**config.mk**
```make
export PLATFORM = sky130hd
export DESIGN_NAME = cch_top
export DESIGN_NICKNAME = d
export VERILOG_FILES = /design/src/rtl/cch_pkg.sv /design/src/rtl/cch_mm_port.sv /design/src/rtl/cch_top.sv
export SDC_FILE = /design/constraint.sdc
export NUM_CORES = 2
export LEC_CHECK = 0
export BUFFER_PORTS_ARGS = -buffer_cell sky130_fd_sc_hd__buf_4
export CORE_MARGIN = 3
export CORE_UTILIZATION = 65
export DETAILED_ROUTE_END_ITERATION = 16
export PLACE_DENSITY = 0.82
export SLEW_MARGIN = 20
export SYNTH_ARGS = -nofsm -noshare
export SYNTH_HDL_FRONTEND = slang
export SYNTH_SLANG_ARGS = --single-unit
```
**constraint.sdc**
```tcl
create_clock -name mclk -period 19.3 [get_ports mclk]
set_input_delay 3.86 -clock mclk [delete_from_list [all_inputs] [get_ports mclk]]
set_output_delay 3.86 -clock mclk [all_outputs]
set_load 0.02 [all_outputs]
```
**src/rtl/cch_pkg.sv**
```systemverilog
// Package: shared types and constants for the component call handshake
// ==========================================================================
// Notes on behaviour
// - Call port is a start input answered by a busy output.
// - Return port is a done output answered by a stall input.
// - A non-void result is driven on return data beside done.
// - Each scalar argument is an input conduit sampled with start and busy.
// - Arguments are captured only when start is high and busy is low.
// - Each pointer argument is an address conduit captured like scalars.
// - All pointer arguments share one memory-mapped master port.
// - While stall is high, done stays high and return data holds.
package cch_pkg;
	// ======================================================================
	// Widths
	localparam int DATA_W = 32;
	localparam int ADDR_W = 32;
	localparam int IDX_W  = 32;
	// ======================================================================
	// Reset values and word addressing
	localparam logic [DATA_W-1:0] RESULT_RST = 32'h0000_0000;
	localparam logic [ADDR_W-1:0] ADDR_RST   = 32'h0000_0000;
	localparam int                WORD_BYTES = 4;
	localparam logic [1:0]        ADDR_SHIFT = 2'h2;

	// Call arguments: scalar a, pointer b, scalar index i
	typedef struct packed {
		logic [DATA_W-1:0] a;
		logic [ADDR_W-1:0] b;
		logic [IDX_W-1:0]  i;
	} cch_args_t;

	// Shared memory master request and response
	typedef struct packed {
		logic              read;
		logic [ADDR_W-1:0] address;
	} cch_mm_req_t;

	typedef struct packed {
		logic              readdatavalid;
		logic [DATA_W-1:0] readdata;
		logic              waitrequest;
	} cch_mm_rsp_t;

	// Controller states, one-hot
	typedef enum logic [3:0] {
		ST_IDLE = 4'h1,
		ST_REQ  = 4'h2,
		ST_WAIT = 4'h4,
		ST_DONE = 4'h8
	} cch_state_t;
endpackage

```
**src/rtl/cch_mm_port.sv**
```systemverilog
// Shared memory-mapped master port: one read at a time, data latched
`timescale 1ns/1ps
module cch_mm_port
	import cch_pkg::*;
(
	input  wire logic                      mclk,
	input  wire logic                      rst,
	input  wire logic                      req_valid,
	input  wire logic [cch_pkg::ADDR_W-1:0] req_addr,
	output logic                           req_ready,
	output logic                           rsp_valid,
	output logic [cch_pkg::DATA_W-1:0]     rsp_data,
	output cch_pkg::cch_mm_req_t           mm_req,
	input  wire cch_pkg::cch_mm_rsp_t      mm_rsp
);
	// ======================================================================
	// Request holding
	logic pending;
	wire  issue_ok = mm_req.read & ~mm_rsp.waitrequest;

	// Only one outstanding read, so no response tagging is needed
	assign req_ready = ~mm_req.read & ~pending;

	// Read strobe holds until the slave stops asserting waitrequest
	always_ff @(posedge mclk) begin
		if (rst) begin
			mm_req    <= '0;
			pending   <= 1'b0;
			rsp_valid <= 1'b0;
			rsp_data  <= RESULT_RST;
		end else begin
			rsp_valid <= 1'b0;
			if (req_valid && req_ready) begin
				mm_req.read    <= 1'b1;
				mm_req.address <= req_addr;
			end else if (issue_ok) begin
				mm_req.read <= 1'b0;
				pending     <= 1'b1;
			end
			if (pending && mm_rsp.readdatavalid) begin
				pending   <= 1'b0;
				rsp_valid <= 1'b1;
				rsp_data  <= mm_rsp.readdata;
			end
		end
	end

	// ======================================================================
	// Checks
	// Only one read may be open at a time, since answers carry no tag
	a_one_outstanding: assert property (@(posedge mclk) disable iff (rst)
		pending |-> !mm_req.read)
		else $error("read issued while one is pending");

	// Strobe and address hold while the memory asks to wait
	a_read_holds: assert property (@(posedge mclk) disable iff (rst)
		mm_req.read && mm_rsp.waitrequest |=> mm_req.read && $stable(mm_req.address))
		else $error("read request changed under waitrequest");
endmodule

```
**src/rtl/cch_top.sv**
```systemverilog
// Component with call and return handshakes: returns a times b[i]
`timescale 1ns/1ps
module cch_top
	import cch_pkg::*;
(
	input  wire logic                       mclk,
	input  wire logic                       rst,
	input  wire logic                       start,
	output logic                            busy,
	input  wire cch_pkg::cch_args_t         args,
	output logic                            done,
	input  wire logic                       stall,
	output logic [cch_pkg::DATA_W-1:0]      returndata,
	output cch_pkg::cch_mm_req_t            mm_req,
	input  wire cch_pkg::cch_mm_rsp_t       mm_rsp
);
	// ======================================================================
	// Call and return decode
	cch_state_t        state;
	cch_state_t        next_state;
	cch_args_t         held;
	logic              rsp_valid;
	logic [DATA_W-1:0] rsp_data;
	logic              req_ready;

	// Busy whenever not idle; reset also shows busy so no call is taken
	assign busy = rst | (state != ST_IDLE);
	wire call_take = start & ~busy;
	wire delivered = done & ~stall;
	wire req_valid = (state == ST_REQ);
	wire [ADDR_W-1:0] elem_addr = held.b + ADDR_W'(held.i << ADDR_SHIFT);

	// ======================================================================
	// Next state
	always_comb begin
		next_state = state;
		case (state)
			ST_IDLE: if (call_take) next_state = ST_REQ;
			ST_REQ:  if (req_ready) next_state = ST_WAIT;
			ST_WAIT: if (rsp_valid) next_state = ST_DONE;
			ST_DONE: if (delivered) next_state = ST_IDLE;
			default: next_state = ST_IDLE;
		endcase
	end

	// Arguments captured once per call, so caller may change them after
	always_ff @(posedge mclk) begin
		if (rst) begin
			state <= ST_IDLE;
			held  <= '0;
		end else begin
			state <= next_state;
			if (call_take) held <= args;
		end
	end

	// Result register; frozen while done is high so stall holds it
	always_ff @(posedge mclk) begin
		if (rst) begin
			done       <= 1'b0;
			returndata <= RESULT_RST;
		end else if (state == ST_WAIT && rsp_valid) begin
			done       <= 1'b1;
			returndata <= DATA_W'(held.a * rsp_data);
		end else if (delivered) begin
			done <= 1'b0;
		end
	end

	// ======================================================================
	// Shared memory master for all pointer arguments
	cch_mm_port u_mm (
		.mclk      (mclk),
		.rst       (rst),
		.req_valid (req_valid),
		.req_addr  (elem_addr),
		.req_ready (req_ready),
		.rsp_valid (rsp_valid),
		.rsp_data  (rsp_data),
		.mm_req    (mm_req),
		.mm_rsp    (mm_rsp)
	);

	// ======================================================================
	// Checks: reads issued per call, so a second read on one pointer shows up
	// Counter saturates at three so a runaway request never wraps back to one
	logic [1:0] reads_in_call;
	logic [1:0] next_reads_in_call;
	wire        read_issue = req_valid & req_ready;
	wire        read_room  = (reads_in_call != 2'h3);
	wire  [1:0] read_inc   = reads_in_call + 2'h1;

	// Next count: cleared by a taken call, bumped by each request handed over
	always_comb begin
		next_reads_in_call = reads_in_call;
		if (call_take) begin
			next_reads_in_call = 2'h0;
		end else if (read_issue && read_room) begin
			next_reads_in_call = read_inc;
		end
	end

	// Count register
	always_ff @(posedge mclk) begin
		if (rst) begin
			reads_in_call <= 2'h0;
		end else begin
			reads_in_call <= next_reads_in_call;
		end
	end

	// ======================================================================
	// Call port checks
	// State must stay one-hot; a stray code shows busy for one cycle before the default branch returns to idle
	a_state_onehot: assert property (@(posedge mclk) disable iff (rst)
		$onehot(state))
		else $error("controller state not one-hot");

	// A taken call shows busy in the next cycle
	a_call_busy: assert property (@(posedge mclk) disable iff (rst)
		start && !busy |=> busy)
		else $error("call not taken");

	// Arguments land in the holding register on the taking edge
	a_capture_arg: assert property (@(posedge mclk) disable iff (rst)
		start && !busy |=> held == $past(args))
		else $error("arguments not captured");

	// Outside a taking edge the held arguments never move
	a_held_stable: assert property (@(posedge mclk) disable iff (rst)
		!call_take |=> $stable(held))
		else $error("arguments captured without a call");

	// Busy falls together with done, so the next call can be taken at once
	a_busy_idle: assert property (@(posedge mclk) disable iff (rst)
		$fell(done) |-> !busy && state == ST_IDLE)
		else $error("busy held after delivery");

	// Reset leaves the controller idle with the memory port quiet
	a_reset_idle: assert property (@(posedge mclk)
		rst |=> state == ST_IDLE && !mm_req.read)
		else $error("controller not idle after reset");

	// Done is low once reset has been seen
	a_reset_done: assert property (@(posedge mclk)
		rst |=> !done)
		else $error("done after reset");

	// ======================================================================
	// Pointer and memory checks
	// The read address is the pointer plus the scaled index
	a_addr_ptr: assert property (@(posedge mclk) disable iff (rst)
		$rose(mm_req.read) |-> mm_req.address == elem_addr)
		else $error("wrong pointer address");

	// One pointer argument, so exactly one read is issued per call
	a_single_read: assert property (@(posedge mclk) disable iff (rst)
		reads_in_call < 2'h2)
		else $error("more than one read in a call");

	// A result is only produced after its read was issued
	a_read_before_done: assert property (@(posedge mclk) disable iff (rst)
		$rose(done) |-> reads_in_call == 2'h1)
		else $error("result without a memory read");

	// The request state waits for the port before any strobe is raised
	a_req_quiet: assert property (@(posedge mclk) disable iff (rst)
		state == ST_REQ |-> !mm_req.read)
		else $error("read raised before the request was handed over");

	// No memory traffic while idle
	a_no_read_idle: assert property (@(posedge mclk) disable iff (rst)
		state == ST_IDLE |-> !mm_req.read && !rsp_valid)
		else $error("memory activity while idle");

	// Memory answers are only expected while waiting for one
	a_rsp_wait: assert property (@(posedge mclk) disable iff (rst)
		rsp_valid |-> state == ST_WAIT)
		else $error("memory answer outside the wait state");

	// The read is over before the result is offered
	a_done_quiet: assert property (@(posedge mclk) disable iff (rst)
		done |-> !mm_req.read)
		else $error("read still open while done");

	// ======================================================================
	// Return port checks
	// Done is only shown from the done state
	a_done_state: assert property (@(posedge mclk) disable iff (rst)
		done |-> state == ST_DONE)
		else $error("done outside the done state");

	// Done implies the call is still in progress
	a_done_busy: assert property (@(posedge mclk) disable iff (rst)
		done |-> busy)
		else $error("done while idle");

	// Done rises only the cycle after a memory answer
	a_done_from_rsp: assert property (@(posedge mclk) disable iff (rst)
		$rose(done) |-> $past(rsp_valid))
		else $error("done without a memory answer");

	// Result is the scalar times the word read
	a_result_val: assert property (@(posedge mclk) disable iff (rst)
		$rose(done) |-> returndata == DATA_W'(held.a * $past(rsp_data)))
		else $error("bad result");

	// Return data stays put for as long as done stands
	a_ret_stable: assert property (@(posedge mclk) disable iff (rst)
		done && $past(done) |-> $stable(returndata))
		else $error("return data moved while done");

	// Under stall both done and return data hold
	a_stall_holds: assert property (@(posedge mclk) disable iff (rst)
		done && stall |=> done && $stable(returndata))
		else $error("done dropped under stall");

	// Under stall the controller stays in the done state
	a_stall_state: assert property (@(posedge mclk) disable iff (rst)
		done && stall |=> state == ST_DONE)
		else $error("controller left done under stall");

	// Delivery drops done in the next cycle
	a_done_clears: assert property (@(posedge mclk) disable iff (rst)
		done && !stall |=> !done)
		else $error("done stuck after delivery");
endmodule

```
Word-level counts from Yosys, hierarchy flattened
Index checks and enable logic that the tools add are counted.
{"block": "totals", "regBits": 198, "input_bits": 134, "output_inout_bits": 67}
{"block": "classes", "n_addsub": 1, "mul": 1, "n_eq_ne": 9, "muxes": 10, "n_bitwise": 11, "reduce_logical": 8}
{"operator": "32-bit adder", "count": 1}
{"operator": "32-bit by 32-bit multiplier with 32-bit output", "count": 1}
{"operator": "4-bit 2-to-1 mux", "count": 4}
{"operator": "4-bit case mux with 4 select lines", "count": 1}
{"operator": "2-bit inequality test, second input constant", "count": 3}
{"operator": "1-bit inverter", "count": 6}
{"operator": "1-bit 2-to-1 mux", "count": 5}
{"operator": "1-bit bitwise AND", "count": 4}
{"operator": "4-bit by 1-bit == test with 1-bit output, second input constant", "count": 1}
{"operator": "4-bit by 2-bit == test with 1-bit output, second input constant", "count": 1}
{"operator": "4-bit by 3-bit == test with 1-bit output, second input constant", "count": 1}
{"operator": "4-bit == test, second input constant", "count": 1}
{"operator": "4-bit by 1-bit inequality test with 1-bit output, second input constant", "count": 1}
{"operator": "4-bit AND reduction", "count": 1}
{"operator": "2-bit nonzero test", "count": 2}
{"operator": "1-bit logical AND", "count": 3}
{"operator": "2-bit by 1-bit inequality test with 1-bit output, second input constant", "count": 1}
{"operator": "2-bit AND reduction", "count": 1}
{"operator": "2-bit OR reduction", "count": 1}
{"operator": "1-bit bitwise OR", "count": 1}

Logic depth before layout (Yosys ltp)
{"block": "depth", "word_depth": 6, "mapped_depth": 26, "mapped_depth_nobuf": 25}

Cells and area by module
From an unflattened synthesis, not the netlist that was laid out.
{"block": "hier_totals", "hier_cells": 2836, "area_unflattened_um2": 24901.4}
{"mod": "cch_top", "n_inst": 1, "cells_each": 2538, "area_per_inst_um2": 21934.8}
{"mod": "cch_mm_port", "n_inst": 1, "cells_each": 298, "area_per_inst_um2": 2966.6}

Worst setup path before layout
No wires, ideal clock.
{"block": "synth_path", "kind": "input to output", "start": "input port rst", "end": "output port busy", "arrival_time_ns": 4.112, "setup_slack_ns": 11.328, "cell_stages": 2, "cell_sequence": "nor2_1 > inv_1"}
{"block": "synth_between", "elab_chain_len": 1}
{"element": "start: declaration", "line_no": "cch_top.sv:7", "rtl": "input wire logic rst,"}
{"element": "1-bit bitwise OR", "line_no": "cch_top.sv:27", "rtl": "assign busy = rst | (state != ST_IDLE);"}
{"element": "end: declaration", "line_no": "cch_top.sv:9", "rtl": "output logic busy,"}
No other way between the ends.

Final worst setup path
Ends and elaborated chain as after synthesis.

==> impl_metrics.yaml <==
outcome:
  status: "finished clean"
finish:
  final_cell_mix: "nand2_1, inv_1, fa_1, and2_1, buf_4"
  layout_commonest_cell: "nand2_1"
  finish.utilization_pct: 73.05
  nets: 3512
  final_cells: 3296
  area_delta_synth_final_pct: 9.583
  drive_gt1_share_pct: 10.22
clock_network:
  cts_buffer_depth: 2
  clkLatencyLatePin_ns: 0.46
  cts_setup_buffers: 0
  cts_root_buf: "clkbuf_16"
  cts_hold_buf: 0
  numCtsBuffers: 17
  cts_tree: "yes"
  cts_max_level: 4
  clkTransAtPathRegs_ns: 0.08
  cts.repair.resized: 0
  clock-sinks: 198
yosys:
  synth-seq-cells: 198
  syn-cell-area_um2: 24000
  synth-simple-area-share_pct: 21.29
  synth-seq-area-share_pct: 16.52
  synth-xor-area-share_pct: 3.795
  synth_warnings: 0
  synth_nets: 3419
  syn_inst: 2724
  async_flop_share_pct: 0
  synth-adder-area-share_pct: 42.04
  synth-compound-area-share_pct: 7.403
  synth_ff_type: "dfxtp_1"
  synth_top_family_by_area: "adder cells"
  synthMuxAreaShare_pct: 0
  synth_edf_count: 0
  yosysUniqueCellTypes: 67
  postSynthAreaPerCell_um2: 8.810
setup_path:
  max_stage_delay_ns: 0.64
  worstPathArrival_ns: 5.02
  worstSetupPathType: "input pin to output pin"
  r2r_cells: 22
  required_ns: 15.44
  r2r_end: "returndata[25]$_SDFFE_PP0P_"
  critPathCaptureType: "output pin"
  critical_path.max_fanout: 85
  slowest_stage: "buf_4"
  crit_path_start_kind: "input pin"
  crit_path_end: "busy"
  path_common_cell: "buf_4"
  crit_start: "rst"
  worstPathCellList: "buf_4 -> nor2_1 -> inv_1 -> buf_4"
  r2r_slack_ns: 11.62
  timing.rr.start: "u_mm.rsp_data[2]$_SDFFE_PP0P_"
timing:
  min_period_over_period_pct: 46.02
  setup_viol: 0
  hold_violations: 0
  finalSetupTns_ns: 0
  max_slew_margin_pct: 30.76
  fin_crit_ns: 8.881
  final_max_slew_viol_count: 0
  worst-slew-pin-transition_ns: 1.037
  rsz0062_at_grt: "false"
  fin_worst_skew_ns: 0.01129
  fmax_mhz: 112.6
  whs_ns: 0.4556
worst_hold_path:
  min_path_cells: 2
  min_path_type: "flop to flop"
routing:
  met2WireLength_um: 30400
  dr_wl_met3_um: 4728
  vias: 19110
  wl_um: 62110
  drtAntennaViolNets: 0
  detail_route.vias_per_cell: 5.797
  drt_iter0_drc: 1343
  dr.pass1.iters: 7
  routedWlPerCell_um: 18.84
  dr.max_layer_used: "met4"
  met1_length_um: 23500
  drc: 0
place:
  dpl.cell_count: 3259
  place.gp.congestion: 0.9337
  portBuffers: 198
  hpwl_um: 47670
die:
  start_util_pct: 66.66
  dieArea_um2: 39260
  num_rows: 69
  die_width_um: 198.2
  die_height_um: 198.2
  pin_count: 201
  core_um2: 36000
pwr:
  vdd_drop_max_mv: 0.07435
  p_leak_nw: 12.98
  power_density_nw_per_um2: 36.68
job:
  maxCapViolCount: 0
global_route:
  antenna_found_initial: 4
  track_usage_pct: 32.82
  grt_pass1_vias: 20200
  overflow: 0
  grt_max_degree: 86
  grt_pass1_wl_um: 101500
[where the power goes]
group	total (W)	leakage, nW	internal [W]	switching [W]
Combinational	0.000140	11.1	0.0000565	0.0000835
Sequential	0.000452	1.61	0.000426	0.0000256
Clock	0.000373	0.290	0.000190	0.000183
[state kept, by name (all words and copies together), names as in the netlist]
signal	count
done	1
held	94
returndata	32
state	4
u_mm.mm_req	33
u_mm.pending	1
u_mm.rsp_data	32
u_mm.rsp_valid	1
[stage by stage]
| stage | power, W | worst slack [ns] | cell area (um^2) |
|---|---|---|---|
| floorplan | 0.0005342 | 11.33 | 24000 |
| global placement | 0.0005918 | 10.46 | 25700 |
| detailed placement | 0.0005964 | 10.43 | 25700 |
| CTS | 0.0009644 | 10.43 | 26280 |
| global route | 0.0009964 | 10.32 | 26290 |
| finish | 0.0009646 | 10.42 | 26300 |
[worst min path at each step]
stage	start	end	slack, ns
3_5_place_dp	returndata[22]$_SDFFE_PP0P_	returndata[22]$_SDFFE_PP0P_	0.45
3_3_place_gp	held[33]$_SDFFE_PP0P_	u_mm.mm_req[1]$_SDFFE_PP0P_	0.44
2_1_floorplan	held[32]$_SDFFE_PP0P_	u_mm.mm_req[0]$_SDFFE_PP0P_	0.43
5_1_grt	returndata[21]$_SDFFE_PP0P_	returndata[21]$_SDFFE_PP0P_	0.47
4_1_cts	u_mm.mm_req[19]$_SDFFE_PP0P_	u_mm.mm_req[19]$_SDFFE_PP0P_	0.46
6_report	returndata[22]$_SDFFE_PP0P_	returndata[22]$_SDFFE_PP0P_	0.46
[cell families after synthesis]
kind of cell,after synthesis
compound gates,260
xor+xnor,104
fa+ha+maj,561
buf+inv,565
flops,198
simple gates,1036
[area by class of cell]
class | count | area, um^2
Fill cell | 2649 | 9702
Multi-Input combinational cell | 1961 | 17900
Antenna cell | 6 | 15.01
Clock buffer | 19 | 452.9
Inverter | 410 | 1539
Tap cell | 461 | 576.8
Sequential cell | 198 | 3964
Timing Repair Buffer | 229 | 1719
Clock inverter | 12 | 135.1
[layer usage]
metal / vias to the layer above / track usage [%]
met4: 0 / 17.48
li1: 8550 / -
met5: - / 0
met3: 218 / 6.704
met2: 848 / 54.36
met1: 9492 / 40.74
[critical path: cells and delay by family]
family	cells	cell delay [ns]
buffers and inverters	3	0.93
and+or+nand+nor	1	0.20
[synthesized netlist by cell type, drive strengths merged (2+ instances only)]
cell,count,share of area (%)
a22o,36,1.3
o211ai,3,0.094
nor3,13,0.27
buf,10,0.27
nand3b,97,3.0
or3,2,0.052
o2111ai,3,0.11
o31ai,6,0.23
and2,271,7.1
nor2,51,0.81
o311ai,2,0.14
nand2b,4,0.10
xnor2,78,2.8
a21o,25,0.79
clkbuf,145,2.3
inv,410,6.4
a21oi,87,1.8
or2,6,0.16
a221oi,3,0.14
nor4b,5,0.18
a211oi,20,0.67
fa,409,34
or4,2,0.063
a2111o,2,0.094
o21ai,36,0.78
nand4,2,0.078
a31oi,8,0.21
dfxtp,198,17
o21a,12,0.38
or4b,2,0.099
o21bai,5,0.16
a41oi,4,0.18
nor2b,5,0.16
ha,152,7.9
nand3,14,0.29
xor2,26,0.95
nand2,552,8.6
and3,5,0.13
nor4,2,0.052
Power figures use the tool's default switching activity.
